<file path="src/pkg/lbpc_pkg.sv">
// Purpose: shared constants and types of the lane test logic
// Assumes: lane data words are on pclk, MSB sent first
// Notes: register offsets are byte addresses on APB
package lbpc_pkg;
  localparam int LANES = 4;
  localparam int DATA_W = 20;
  localparam int CNT_W = 32;
  localparam int ERR_W = $clog2(DATA_W + 1);
  localparam int ADDR_W = 8;
  localparam int LFSR_W = 31;
  localparam int SYNC_WORDS = 8;
  localparam int LK_W = 3 * LANES;
  // sequence orders
  localparam logic [2:0] ORD7 = 3'h0;
  localparam logic [2:0] ORD9 = 3'h1;
  localparam logic [2:0] ORD15 = 3'h2;
  localparam logic [2:0] ORD23 = 3'h3;
  localparam logic [2:0] ORD31 = 3'h4;
  // test modes
  localparam logic [1:0] MODE_PRBS = 2'h0;
  localparam logic [1:0] MODE_FIXED = 2'h1;
  localparam logic [1:0] MODE_MAXRUN = 2'h2;
  localparam logic [1:0] MODE_USER = 2'h3;
  // loopback selections
  localparam logic [1:0] LB_NONE = 2'h0;
  localparam logic [1:0] LB_EQUALIZER_NEAR = 2'h1;
  localparam logic [1:0] LB_EQUALIZER_FAR = 2'h2;
  localparam logic [1:0] LB_RECOVERED_CLOCK_FAR = 2'h3;
  // register byte offsets
  localparam logic [ADDR_W-1:0] ADDR_CONTROL = 8'h00;
  localparam logic [ADDR_W-1:0] ADDR_COMMAND = 8'h04;
  localparam logic [ADDR_W-1:0] ADDR_STATUS = 8'h08;
  localparam logic [ADDR_W-1:0] ADDR_USER_PAT = 8'h0c;
  localparam logic [ADDR_W-1:0] ADDR_LANE_CFG = 8'h10;
  localparam logic [ADDR_W-1:0] ADDR_ERR_COUNT = 8'h20;
  // field positions
  localparam int CTRL_SEL_LSB = 0;
  localparam int CTRL_MODE_LSB = 4;
  localparam int CMD_START_BIT = 0;
  localparam int CMD_STOP_BIT = 1;
  localparam int CMD_CLEAR_LSB = 8;
  localparam int CMD_INJECT_LSB = 16;
  localparam int CFG_ORDER_LSB = 0;
  localparam int CFG_LOOP_LSB = 4;
  localparam int STAT_RUN_LSB = 0;
  localparam int STAT_FAIL_LSB = 4;
  localparam int STAT_TXL_LSB = 8;
  localparam int STAT_RXL_LSB = 12;
  localparam int STAT_DL_LSB = 16;
  localparam int STAT_SYNC_LSB = 20;
  localparam logic [LFSR_W-1:0] LFSR_SEED = 31'h7fffffff;

  typedef struct packed {
    logic [1:0] loopback;
    logic [2:0] order;
  } lbpc_lane_cfg_s;

  typedef struct packed {
    logic pready;
    logic pslverr;
    logic [31:0] prdata;
    logic [LANES-1:0] sel;
    logic [1:0] mode;
    lbpc_lane_cfg_s [LANES-1:0] cfg;
    logic [DATA_W-1:0] user_pat;
    logic [LANES-1:0] run;
    logic [LANES-1:0] fail;
    logic [LANES-1:0] start;
    logic [LANES-1:0] inj;
    logic [LANES-1:0][CNT_W-1:0] err;
    logic [LANES-1:0][DATA_W-1:0] tx;
    logic [LANES-1:0] tx_en;
    logic [LANES-1:0] rx_en;
    logic [LK_W-1:0] lk_meta;
    logic [LK_W-1:0] lk_sync;
  } lbpc_top_s;

  // feedback bit of the standard polynomial for each order
  function automatic logic lbpc_prbs_fb(input logic [LFSR_W-1:0] s,
                                        input logic [2:0] ord);
    case (ord)
      ORD9: return s[8] ^ s[4];
      ORD15: return s[14] ^ s[13];
      ORD23: return s[22] ^ s[17];
      ORD31: return s[30] ^ s[27];
      default: return s[6] ^ s[5];
    endcase
  endfunction : lbpc_prbs_fb
endpackage : lbpc_pkg

</file>
<file path="src/design/lbpc_prbs_gen.sv">
// Purpose: word-parallel pseudo-random sequence generator
// Assumes: load has priority over enable
// Notes: word MSB is the earliest bit of the sequence
module lbpc_prbs_gen #(
  parameter int DW = lbpc_pkg::DATA_W
) (
  // clock and reset
  input wire logic pclk,
  input wire logic presetn,
  // control
  input wire logic load,
  input wire logic enable,
  input wire logic [2:0] order,
  // sequence word
  output logic [DW-1:0] word
);
  typedef struct packed {
    logic [lbpc_pkg::LFSR_W-1:0] lfsr;
    logic [DW-1:0] word;
  } lbpc_gen_s;

  lbpc_gen_s r, n;

  initial begin
    if (DW < 2) $error("lbpc_prbs_gen: DW too small");
  end

  always_comb begin
    logic fb;
    fb = 1'b0;
    n = r;
    if (load) begin
      n.lfsr = lbpc_pkg::LFSR_SEED;
    end else if (enable) begin
      for (int b = DW - 1; b >= 0; b--) begin
        fb = lbpc_pkg::lbpc_prbs_fb(n.lfsr, order);
        n.word[b] = fb;
        n.lfsr = {n.lfsr[lbpc_pkg::LFSR_W-2:0], fb};
      end
    end
  end

  always_ff @(posedge pclk or negedge presetn) begin
    if (!presetn) begin
      r <= '0;
    end else begin
      r <= n;
    end
  end

  assign word = r.word;
endmodule : lbpc_prbs_gen

</file>
<file path="src/design/lbpc_prbs_chk.sv">
// Purpose: self-synchronising sequence checker
// Assumes: rx_word is on pclk, MSB is the earliest bit
// Notes: seeds from received bits, then free-runs once locked
module lbpc_prbs_chk #(
  parameter int DW = lbpc_pkg::DATA_W,
  parameter int SYNC_WORDS = lbpc_pkg::SYNC_WORDS
) (
  // clock and reset
  input wire logic pclk,
  input wire logic presetn,
  // control
  input wire logic enable,
  input wire logic [2:0] order,
  input wire logic [DW-1:0] rx_word,
  // result
  output logic [$clog2(DW+1)-1:0] err_bits,
  output logic locked
);
  localparam int EW = $clog2(DW + 1);
  localparam int CW = $clog2(SYNC_WORDS + 1);

  typedef struct packed {
    logic [lbpc_pkg::LFSR_W-1:0] lfsr;
    logic [CW-1:0] clean;
    logic locked;
    logic [EW-1:0] errs;
  } lbpc_chk_s;

  lbpc_chk_s r, n;

  initial begin
    if (SYNC_WORDS < 1) $error("lbpc_prbs_chk: SYNC_WORDS < 1");
  end

  always_comb begin
    logic p;
    logic [EW-1:0] mism;
    p = 1'b0;
    mism = '0;
    n = r;
    n.errs = '0;
    for (int b = DW - 1; b >= 0; b--) begin
      p = lbpc_pkg::lbpc_prbs_fb(n.lfsr, order);
      mism = mism + EW'(rx_word[b] ^ p);
      n.lfsr = {n.lfsr[lbpc_pkg::LFSR_W-2:0], r.locked ? p : rx_word[b]};
    end
    if (!enable) begin
      n.locked = 1'b0;
      n.clean = '0;
    end else if (r.locked) begin
      n.errs = mism;
    end else if (mism != '0 || n.lfsr == '0) begin
      // an all-zero history is no sequence: never lock on a dead line
      n.clean = '0;
    end else if (r.clean == CW'(SYNC_WORDS - 1)) begin
      n.locked = 1'b1;
    end else begin
      n.clean = r.clean + CW'(1);
    end
  end

  always_ff @(posedge pclk or negedge presetn) begin
    if (!presetn) begin
      r <= '0;
    end else begin
      r <= n;
    end
  end

  assign err_bits = r.errs;
  assign locked = r.locked;
endmodule : lbpc_prbs_chk

</file>
<file path="src/design/lbpc_top.sv">
// Purpose: lane sequence test, static pattern and loopback control
// Assumes: APB slave on pclk, zero-wait answer one cycle after setup
// Notes: lock inputs are asynchronous pins and are synchronised
//
// The implementer's own choices: the APB register port and the address map.
module lbpc_top #(
  parameter int SYNC_WORDS = lbpc_pkg::SYNC_WORDS
) (
  // clock and reset
  input wire logic pclk,
  input wire logic presetn,
  // apb slave
  input wire logic [lbpc_pkg::ADDR_W-1:0] paddr,
  input wire logic psel,
  input wire logic penable,
  input wire logic pwrite,
  input wire logic [31:0] pwdata,
  output logic pready,
  output logic [31:0] prdata,
  output logic pslverr,
  // lane data
  input wire logic [lbpc_pkg::LANES-1:0][lbpc_pkg::DATA_W-1:0] rx_data,
  output logic [lbpc_pkg::LANES-1:0][lbpc_pkg::DATA_W-1:0] tx_data,
  output logic [lbpc_pkg::LANES-1:0] tx_enable,
  output logic [lbpc_pkg::LANES-1:0] rx_enable,
  output logic [lbpc_pkg::LANES-1:0][1:0] loopback_sel,
  // lock pins
  input wire logic [lbpc_pkg::LANES-1:0] tx_pll_lock,
  input wire logic [lbpc_pkg::LANES-1:0] rx_pll_lock,
  input wire logic [lbpc_pkg::LANES-1:0] receive_data_lock
);
  localparam int L = lbpc_pkg::LANES;
  localparam int DW = lbpc_pkg::DATA_W;
  localparam int CW = lbpc_pkg::CNT_W;
  localparam int EW = lbpc_pkg::ERR_W;

  lbpc_pkg::lbpc_top_s r, n;
  logic [L-1:0][DW-1:0] gen_word;
  logic [L-1:0][EW-1:0] chk_err;
  logic [L-1:0] chk_lock;
  logic [L-1:0] prbs_on;

  initial begin
    if (L < 1 || L > 4) begin
      $error("lbpc_top: one to four lanes per core");
    end
    if (DW < 2 || DW > 32 || DW % 2 != 0) begin
      $error("lbpc_top: DATA_W must be even and 2..32");
    end
    if (SYNC_WORDS < 1) begin
      $error("lbpc_top: SYNC_WORDS must be at least 1");
    end
  end

  // accepted write that sets one bit of the command register
  function automatic logic cmd_bit(input logic wr,
                                   input logic [lbpc_pkg::ADDR_W-1:0] a,
                                   input logic [31:0] d,
                                   input int pos);
    return wr && a == lbpc_pkg::ADDR_COMMAND && d[pos];
  endfunction : cmd_bit

  // aligned word of a per-lane window with a lane behind it
  function automatic logic lane_hit(input logic [lbpc_pkg::ADDR_W-1:0] a,
                                    input logic [lbpc_pkg::ADDR_W-1:0] base);
    logic [1:0] lane;
    lane = a[3:2];
    return a[7:4] == base[7:4] && a[1:0] == 2'h0
           && 32'(lane) < lbpc_pkg::LANES;
  endfunction : lane_hit

  // lanes that currently run the pseudo-random sequence
  always_comb begin
    for (int l = 0; l < L; l++) begin
      prbs_on[l] = r.run[l] & (r.mode == lbpc_pkg::MODE_PRBS);
    end
  end

  genvar g;
  generate
    for (g = 0; g < L; g++) begin : g_lane
      lbpc_prbs_gen #(
        .DW(DW)
      ) u_gen (
        .pclk(pclk),
        .presetn(presetn),
        .load(r.start[g]),
        .enable(prbs_on[g]),
        .order(r.cfg[g].order),
        .word(gen_word[g])
      );
      lbpc_prbs_chk #(
        .DW(DW),
        .SYNC_WORDS(SYNC_WORDS)
      ) u_chk (
        .pclk(pclk),
        .presetn(presetn),
        .enable(prbs_on[g]),
        .order(r.cfg[g].order),
        .rx_word(rx_data[g]),
        .err_bits(chk_err[g]),
        .locked(chk_lock[g])
      );
    end
  endgenerate

  always_comb begin
    logic setup;
    logic done;
    logic wr;
    logic known;
    logic [1:0] idx;
    logic [L-1:0] txl;
    logic [L-1:0] rxl;
    logic [L-1:0] dl;
    logic [31:0] rd;
    logic [CW:0] sum;
    logic [DW-1:0] fixed;
    logic [DW-1:0] maxrun;
    logic do_start;
    logic do_stop;
    setup = psel & ~penable;
    done = psel & penable & r.pready;
    wr = done & pwrite;
    idx = paddr[3:2];
    txl = r.lk_sync[L-1:0];
    rxl = r.lk_sync[2*L-1:L];
    dl = r.lk_sync[3*L-1:2*L];
    known = 1'b0;
    rd = '0;
    sum = '0;
    for (int b = 0; b < DW; b++) begin
      fixed[b] = ((DW - 1 - b) % 2) == 0;
      maxrun[b] = b >= DW / 2;
    end
    do_start = cmd_bit(wr, paddr, pwdata, lbpc_pkg::CMD_START_BIT);
    do_stop = cmd_bit(wr, paddr, pwdata, lbpc_pkg::CMD_STOP_BIT);
    n = r;
    // lock pins come from the transceiver clocks: two flops first
    n.lk_meta = {receive_data_lock, rx_pll_lock, tx_pll_lock};
    n.lk_sync = r.lk_meta;
    n.start = '0;
    n.inj = '0;
    n.pready = 1'b0;
    n.pslverr = 1'b0;

    // read decode, answered in the cycle after setup
    unique case (paddr)
      lbpc_pkg::ADDR_CONTROL: begin
        known = 1'b1;
        rd[lbpc_pkg::CTRL_SEL_LSB +: L] = r.sel;
        rd[lbpc_pkg::CTRL_MODE_LSB +: 2] = r.mode;
      end
      lbpc_pkg::ADDR_COMMAND: begin
        // write-only: reads return zero
        known = 1'b1;
      end
      lbpc_pkg::ADDR_STATUS: begin
        known = 1'b1;
        rd[lbpc_pkg::STAT_RUN_LSB +: L] = r.run;
        rd[lbpc_pkg::STAT_FAIL_LSB +: L] = r.fail;
        rd[lbpc_pkg::STAT_TXL_LSB +: L] = txl;
        rd[lbpc_pkg::STAT_RXL_LSB +: L] = rxl;
        rd[lbpc_pkg::STAT_DL_LSB +: L] = dl;
        rd[lbpc_pkg::STAT_SYNC_LSB +: L] = chk_lock;
      end
      lbpc_pkg::ADDR_USER_PAT: begin
        known = 1'b1;
        rd[DW-1:0] = r.user_pat;
      end
      default: begin
        if (lane_hit(paddr, lbpc_pkg::ADDR_LANE_CFG)) begin
          known = 1'b1;
          rd[lbpc_pkg::CFG_ORDER_LSB +: 3] = r.cfg[idx].order;
          rd[lbpc_pkg::CFG_LOOP_LSB +: 2] = r.cfg[idx].loopback;
        end else if (lane_hit(paddr, lbpc_pkg::ADDR_ERR_COUNT)) begin
          known = 1'b1;
          rd[CW-1:0] = r.err[idx];
        end
      end
    endcase

    // answer in the access cycle: pready is a one-cycle pulse
    if (setup) begin
      n.pready = 1'b1;
      n.pslverr = ~known;
      n.prdata = pwrite ? 32'h0000_0000 : rd;
    end

    // register writes take effect at the completing edge
    if (wr && known) begin
      if (paddr == lbpc_pkg::ADDR_CONTROL) begin
        n.sel = pwdata[lbpc_pkg::CTRL_SEL_LSB +: L];
        n.mode = pwdata[lbpc_pkg::CTRL_MODE_LSB +: 2];
      end else if (paddr == lbpc_pkg::ADDR_USER_PAT) begin
        n.user_pat = pwdata[DW-1:0];
      end else if (lane_hit(paddr, lbpc_pkg::ADDR_LANE_CFG)) begin
        n.cfg[idx].order = pwdata[lbpc_pkg::CFG_ORDER_LSB +: 3];
        n.cfg[idx].loopback = pwdata[lbpc_pkg::CFG_LOOP_LSB +: 2];
      end
    end

    for (int l = 0; l < L; l++) begin
      // start and stop
      if (do_stop) begin
        n.run[l] = 1'b0;
      end else if (do_start && r.sel[l]) begin
        // a lane without transmit lock or with an order above ORD31 stays off; the others still start
        n.fail[l] = ~txl[l] | (r.cfg[l].order > lbpc_pkg::ORD31);
        n.run[l] = ~n.fail[l];
        n.start[l] = ~n.fail[l];
      end
      n.tx_en[l] = n.run[l];
      n.rx_en[l] = n.run[l] && r.mode == lbpc_pkg::MODE_PRBS;

      // one-shot error injection on a running sequence lane
      if (cmd_bit(wr, paddr, pwdata, lbpc_pkg::CMD_INJECT_LSB + l)
          && prbs_on[l]) begin
        n.inj[l] = 1'b1;
      end

      // error counter: a new count in the clear cycle is kept
      sum = {1'b0, r.err[l]};
      if (cmd_bit(wr, paddr, pwdata, lbpc_pkg::CMD_CLEAR_LSB + l)) begin
        sum = '0;
      end
      if (prbs_on[l]) begin
        sum = sum + (CW + 1)'(chk_err[l]);
      end
      n.err[l] = sum[CW] ? {CW{1'b1}} : sum[CW-1:0];

      // transmit word
      if (r.cfg[l].loopback == lbpc_pkg::LB_RECOVERED_CLOCK_FAR) begin
        // the far end's words leave again, running or not
        n.tx[l] = rx_data[l];
      end else if (!r.run[l]) begin
        n.tx[l] = '0;
      end else begin
        unique case (r.mode)
          lbpc_pkg::MODE_PRBS: begin
            n.tx[l] = gen_word[l] ^ {{(DW-1){1'b0}}, r.inj[l]};
          end
          lbpc_pkg::MODE_FIXED: begin
            n.tx[l] = fixed;
          end
          lbpc_pkg::MODE_MAXRUN: begin
            n.tx[l] = maxrun;
          end
          lbpc_pkg::MODE_USER: begin
            n.tx[l] = r.user_pat;
          end
        endcase
      end
    end
  end

  always_ff @(posedge pclk or negedge presetn) begin
    if (!presetn) begin
      r <= '0;
      for (int l = 0; l < L; l++) begin
        r.cfg[l].order <= lbpc_pkg::ORD7;
        r.cfg[l].loopback <= lbpc_pkg::LB_NONE;
      end
      r.mode <= lbpc_pkg::MODE_PRBS;
    end else begin
      r <= n;
    end
  end

  assign pready = r.pready;
  assign prdata = r.prdata;
  assign pslverr = r.pslverr;
  assign tx_data = r.tx;
  assign tx_enable = r.tx_en;
  assign rx_enable = r.rx_en;

  // loopback selection goes straight to the lane
  always_comb begin
    for (int l = 0; l < L; l++) begin
      loopback_sel[l] = r.cfg[l].loopback;
    end
  end
endmodule : lbpc_top

</file>
<file path="config.mk">
export PLATFORM = sky130hd
export DESIGN_NAME = lbpc_top
export DESIGN_NICKNAME = d
export VERILOG_FILES = /design/src/pkg/lbpc_pkg.sv /design/src/design/lbpc_prbs_gen.sv /design/src/design/lbpc_prbs_chk.sv /design/src/design/lbpc_top.sv
export SDC_FILE = /design/constraint.sdc
export NUM_CORES = 2
export LEC_CHECK = 0
export BUFFER_PORTS_ARGS = -buffer_cell sky130_fd_sc_hd__buf_2
export CORE_MARGIN = 2
export CORE_UTILIZATION = 40
export CTS_CLUSTER_DIAMETER = 30
export CTS_CLUSTER_SIZE = 20
export DETAILED_ROUTE_END_ITERATION = 10
export PLACE_DENSITY = 0.59
export REMOVE_ABC_BUFFERS = 1
export SKIP_LAST_GASP = 1
export SYNTH_ARGS = -nofsm -noshare
export SYNTH_HDL_FRONTEND = slang
export SYNTH_HIERARCHICAL = 1
export SYNTH_SLANG_ARGS = --single-unit
</file>
<file path="constraint.sdc">
create_clock -name pclk -period 27.7 [get_ports pclk]
set_clock_uncertainty 0.1 [all_clocks]
set_input_delay 1.385 -clock pclk [delete_from_list [all_inputs] [get_ports pclk]]
set_output_delay 1.385 -clock pclk [all_outputs]
set_load 0.02 [all_outputs]
</file>
[After elaboration in Yosys (flattened, before gate mapping)]
Index checks and enable logic that the tools add are counted.
Word-level totals
  output and inout port bits: 130
  input bits: 137
  logic and storage cells: 1535
  register bits after elaboration: 700
Operators by class
  add/subtract/negate cells: 84
  equality and inequality tests: 40
  reduce and logical (&&, ||, !) cells: 64
  order comparisons: 6
  muxes and demuxes: 468
  bitwise logic cells: 817
Operators with widths (count)
  $xor A1 B1 Y1: 784
  $pmux W1 S4: 160
  $add A5 B5 Y5: 76
  $mux W32: 11
  $pmux W20 S4: 4
  $mux W1: 232
  $mux W51: 4
  $mux W20: 8
  $add A33 B5 Y33: 4
  $mux W33: 4
  $logic_not A31 Y1: 4
  $mux W31: 4
  $mux W5: 18
  $xor A20 B1 Y20: 4
  $bmux W32 S2: 1
  $pmux W14 S3: 1
  $bwmux W20: 2
  $mux W34: 1
  $mux W4: 8
  $logic_and A1 B1 Y1: 27
  $mux W26: 1
  $reduce_and A2 Y1: 13
  $eq A3 B2 Y1 const B: 8
  $pmux W6 S4: 1
  34 further kinds: 99

[Logic depth before layout (Yosys ltp)]
  depth in word-level cells: 27
  gate-level depth with buffers: 41
  depth with buffers taken out: 37

[Cells and area by module]
The synthesis kept the hierarchy.
By module, submodules not included
  lbpc_top: cells each 1774, times used 1, area an instance 17902.2 sq um, seq. area each 8308.0 sq um
  lbpc_prbs_gen: cells each 463, times used 4, area an instance 4076.4 sq um, seq. area each 1276.2 sq um
  lbpc_prbs_chk at g_lane[0].u_chk ...: cells each 596, times used 2, area an instance 5037.3 sq um, seq. area each 1026.0 sq um
  lbpc_prbs_chk at g_lane[2].u_chk: cells each 600, times used 1, area an instance 5053.6 sq um, seq. area each 1026.0 sq um
  lbpc_prbs_chk at g_lane[3].u_chk: cells each 552, times used 1, area an instance 4827.1 sq um, seq. area each 1026.0 sq um

[Worst setup path before layout]
No wires, ideal clock.
  kind: input to register
  start point: input rx_data[79] (netlist name)
  end point: register g_lane[3].u_chk/r[7] (netlist name)
  slack: 18.381 ns
  setup time: 0.064 ns
  required time: 27.536 ns
  arrival: 9.155 ns
  path buffers: 2
  cell stages on the path: 38
  cells stage by stage: buf_1 nor2_1 a21o_1 a21oi_2 inv_1 ha_1 o21a_1 a22oi_1 and2_1 buf_2 ha_1 a22o_1 a221oi_1 o21ai_0 a31oi_1 o311ai_2 o21a_1 inv_1 [2 not listed] xnor2_1 fa_1 inv_1 fa_1 inv_1 fa_1 inv_1 fa_1 fa_1 inv_1 fa_1 nor2_1 nand3_1 or3b_2 inv_1 o41ai_4 o31ai_4 a21o_1
RTL lines
  from (decl): line lbpc_top.sv:22  | input wire logic [lbpc_pkg::LANES-1:0][lbpc_pkg::DATA_W-1:0] rx_data,
  to (signal assigned): line lbpc_prbs_chk.sv:66  | r <= n;
  to (decl): line lbpc_prbs_chk.sv:29  | lbpc_chk_s r, n;

==> impl_metrics.env <==
export IMPL_end_kind="register"
export IMPL_synthCells=5970
export IMPL_die_area_um2=138000
export IMPL_crit_arrival_ns=11.31
export IMPL_setup_viol=0
export IMPL_yosysWarnings=6
export IMPL_drtIter0Drc=5146
export IMPL_antenna_found_initial=13
export IMPL_r2r_end="g_lane[3].u_chk/r[6]"
export IMPL_r2r_start="r[292]"
export IMPL_ioPinCount=267
export IMPL_htree_levels=4
export IMPL_crit_buf_inv=8
export IMPL_clockPowerShare_pct=55.5
export IMPL_post_cts_buffers=0
export IMPL_clock_latency_ns=0.81
export IMPL_cp_slowest_cell="buf_4"
export IMPL_slew_headroom_pct=7.64
export IMPL_drt_pass1_iter_count=6
export IMPL_hold_violations=0
export IMPL_core_area_um2=135000
export IMPL_nets=6128
export IMPL_vias=46820
export IMPL_p_leak_nw=26.7
export IMPL_initial_utilization_pct=40.1
export IMPL_critical_path_top_delay_family="adder cells"
export IMPL_clockBufferDepth=3
export IMPL_ys_flop_type="dfrtp_1"
export IMPL_cp_max_fo=40
export IMPL_die_y_um=372
export IMPL_period_minus_slack_ns=10.68
export IMPL_dp_hpwl_um=150000
export IMPL_grt_pass1_vias=45293
export IMPL_drv_cap=0
export IMPL_hold_buffers=0
export IMPL_muxShareOfSynthArea_pct=4.84
export IMPL_synth_compound_area_share_pct=20.7
export IMPL_powerDensity_nw_per_um2=68.5
export IMPL_cts_buffers=194
export IMPL_drv_slew=0
export IMPL_syn_to_final_growth_pct=13.2
export IMPL_synth_avg_cell_area_um2=9.07
export IMPL_synthAdderAreaFrac_pct=4.53
export IMPL_yosys_register_bits=700
export IMPL_drtAntennaViolNets=0
export IMPL_startpoint="r[292]"
export IMPL_ff2ff_path_depth=38
export IMPL_final_fill_count=12929
export IMPL_seqCellArea_um2=17500
export IMPL_synth_edf_count=0
export IMPL_ctsResizeCount=0
export IMPL_p_int_w=0.00297
export IMPL_ys_seq_area_share_pct=32.3
export IMPL_finalCritPeriodShare_pct=38.6
export IMPL_wl_per_cell_um=26.2
export IMPL_overflow=0
export IMPL_crit_top_cell="inv_1"
export IMPL_rsz0062_at_grt="no"
export IMPL_max_freq_mhz=93.6
export IMPL_critPathCapture="g_lane[3].u_chk/r[6]"
export IMPL_p_total_w=0.00420
export IMPL_pwr_share_comb_pct=19.2
export IMPL_reg2reg_slack_ns=17.02
export IMPL_wl_um=204000
export IMPL_worst_setup_path_type="register to register"
export IMPL_drc=0
export IMPL_io_buffers=254
export IMPL_max_stage_delay_ns=0.54
export IMPL_grt_max_degree=156
export IMPL_min_path_type="register to register"
export IMPL_synth_simple_gate_area_share_pct=15.8
export IMPL_cts_tree="done"
export IMPL_fp_dieW_um=372
export IMPL_final_cell_mix="692 x dfrtp_1, 519 x xnor2_1, 511 x nand2_1"
export IMPL_drive_gt1_share_pct=18.0
export IMPL_syn_area_um2=54200
export IMPL_power_frac_seq_pct=25.3
export IMPL_clk_pin_slew_ns=0.05
export IMPL_multi_input_area_um2=31900
export IMPL_gp_congestion=0.976
export IMPL_synth_cell_type_count=149
export IMPL_grt_usage_pct=29.1
export IMPL_clockRootBuffer="clkbuf_16"
export IMPL_cp_required_ns=28.33
export IMPL_grt_pass1_wl_um=303000
export IMPL_irDropWorstVdd_uv=90.5
export IMPL_rows=135
export IMPL_synth_top_family_by_area="compound AO/OA/AOI/OAI gates"
export IMPL_routed_via_density=6.01
export IMPL_setup_tns_ns=0
export IMPL_power_switching_w=0.00123
export IMPL_worst_slew_pin_slew_ns=1.39
export IMPL_cp_depth=38
export IMPL_cts_sinks=700
export IMPL_final_common_cell="dfrtp_1"
export IMPL_synth_xor_area_share_pct=13.1
export IMPL_synthArstFlopShare_pct=100
export IMPL_outcome="complete, no violations"
export IMPL_switching_share_pct=29.3
export IMPL_crit_path_start_kind="register"
worst reg2reg max path, delay by kind of cell, from the launching register on:
kind	cells	cell delay (ns)
fa+ha+maj	9	3.77
compound gates	14	3.13
flops	1	0.49
buf+inv	8	1.04
simple gates	6	1.96
xor+xnor	1	0.13
metrics by stage:
stage	worst slack (ns)	instances	util [%]	hold slack, ns	area [um2]
floorplan	17.70	5309	-	0.231	50300
global placement	17.33	7416	40.3	0.233	54400
detailed placement	17.25	7416	40.3	0.235	54400
CTS	17.20	7781	45.4	0.244	61300
global route	16.58	7781	45.4	0.244	61300
finish	17.02	7784	45.4	0.242	61300
sequential cells by signal, summed over array words and instances, names as in the netlist:
name	count
g_lane.u_chk/err_bits	20
g_lane.u_chk/locked	4
g_lane.u_chk/n	44
g_lane.u_chk/r	96
g_lane.u_gen/r	124
g_lane.u_gen/word	80
loopback_sel	8
n	12
prdata	32
pready	1
pslverr	1
r	190
rx_enable	4
tx_data	80
tx_enable	4
final cells by class:
type,instances,area share (%)
clock buffers,239,8.72
clock inverters,126,2.52
inverters,232,1.44
flip-flops and latches,700,28.6
diodes,3,0.0122
well taps,1781,3.63
repair buffers,326,3.00
multi-input cells,4377,52.1
metal layers:
layer / GRT usage [%] / up-vias / wire (um) / part of all wire [%]
li1: - / 20753 / - / -
met2: 42.3 / 2435 / 87100 / 43
met3: 7.61 / 444 / 20800 / 10
met4: 13.1 / 12 / 9520 / 4.7
met5: 0 / - / 87 / 0.043
met1: 40.4 / 23176 / 86800 / 42
cell usage after synthesis (54+ instances only):
cell type | n | area share, %
buf_4 | 245 | 3.4
ha_1 | 100 | 2.3
nor3_1 | 111 | 1.0
nand3_1 | 120 | 1.1
o21ai_0 | 414 | 3.8
mux2i_1 | 86 | 1.6
xnor2_1 | 519 | 8.4
nand4_1 | 62 | 0.72
fa_1 | 60 | 2.2
o22ai_1 | 102 | 1.2
clkbuf_1 | 236 | 1.6
mux2_2 | 68 | 1.4
a21oi_1 | 287 | 2.7
dfrtp_1 | 700 | 32
nand2_1 | 511 | 3.5
and2_1 | 55 | 0.64
o31ai_1 | 62 | 0.86
nor2_1 | 366 | 2.5
a211oi_1 | 54 | 0.75
inv_1 | 216 | 1.5
xor2_1 | 264 | 4.3
buf_2 | 89 | 0.82
power groups by stage:
| stage | registers (W) | logic [W] | clock network, W |
|---|---|---|---|
| floorplan | 0.00107 | 0.000590 | 0 |
| global placement | 0.00108 | 0.000786 | 0 |
| detailed placement | 0.00108 | 0.000796 | 0 |
| CTS | 0.00106 | 0.000804 | 0.00236 |
| global route | 0.00106 | 0.000908 | 0.00242 |
| finish | 0.00106 | 0.000806 | 0.00233 |
worst min-delay path by stage:
stage | end | depth (start not counted) | startpoint
finish | r[11] | 0 | n[11]
CTS | r[11] | 0 | n[11]
detailed placement | r[10] | 0 | n[10]
global route | r[11] | 0 | n[11]
floorplan | r[0] | 0 | n[0]
global placement | r[5] | 0 | n[5]
cells by family (layout without fill, tap and decap cells):
group / Yosys count / in the layout
buffers and inverters: 893 / 923
other: 0 / 3
adders and majority gates: 160 / 160
AOI/OAI and AO/OA: 1591 / 1591
muxes: 201 / 201
DFF: 700 / 700
and+or+nand+nor: 1627 / 1627
xor gates and xnor gates: 798 / 798
Note: power is estimated with default switching activity, not from simulation.
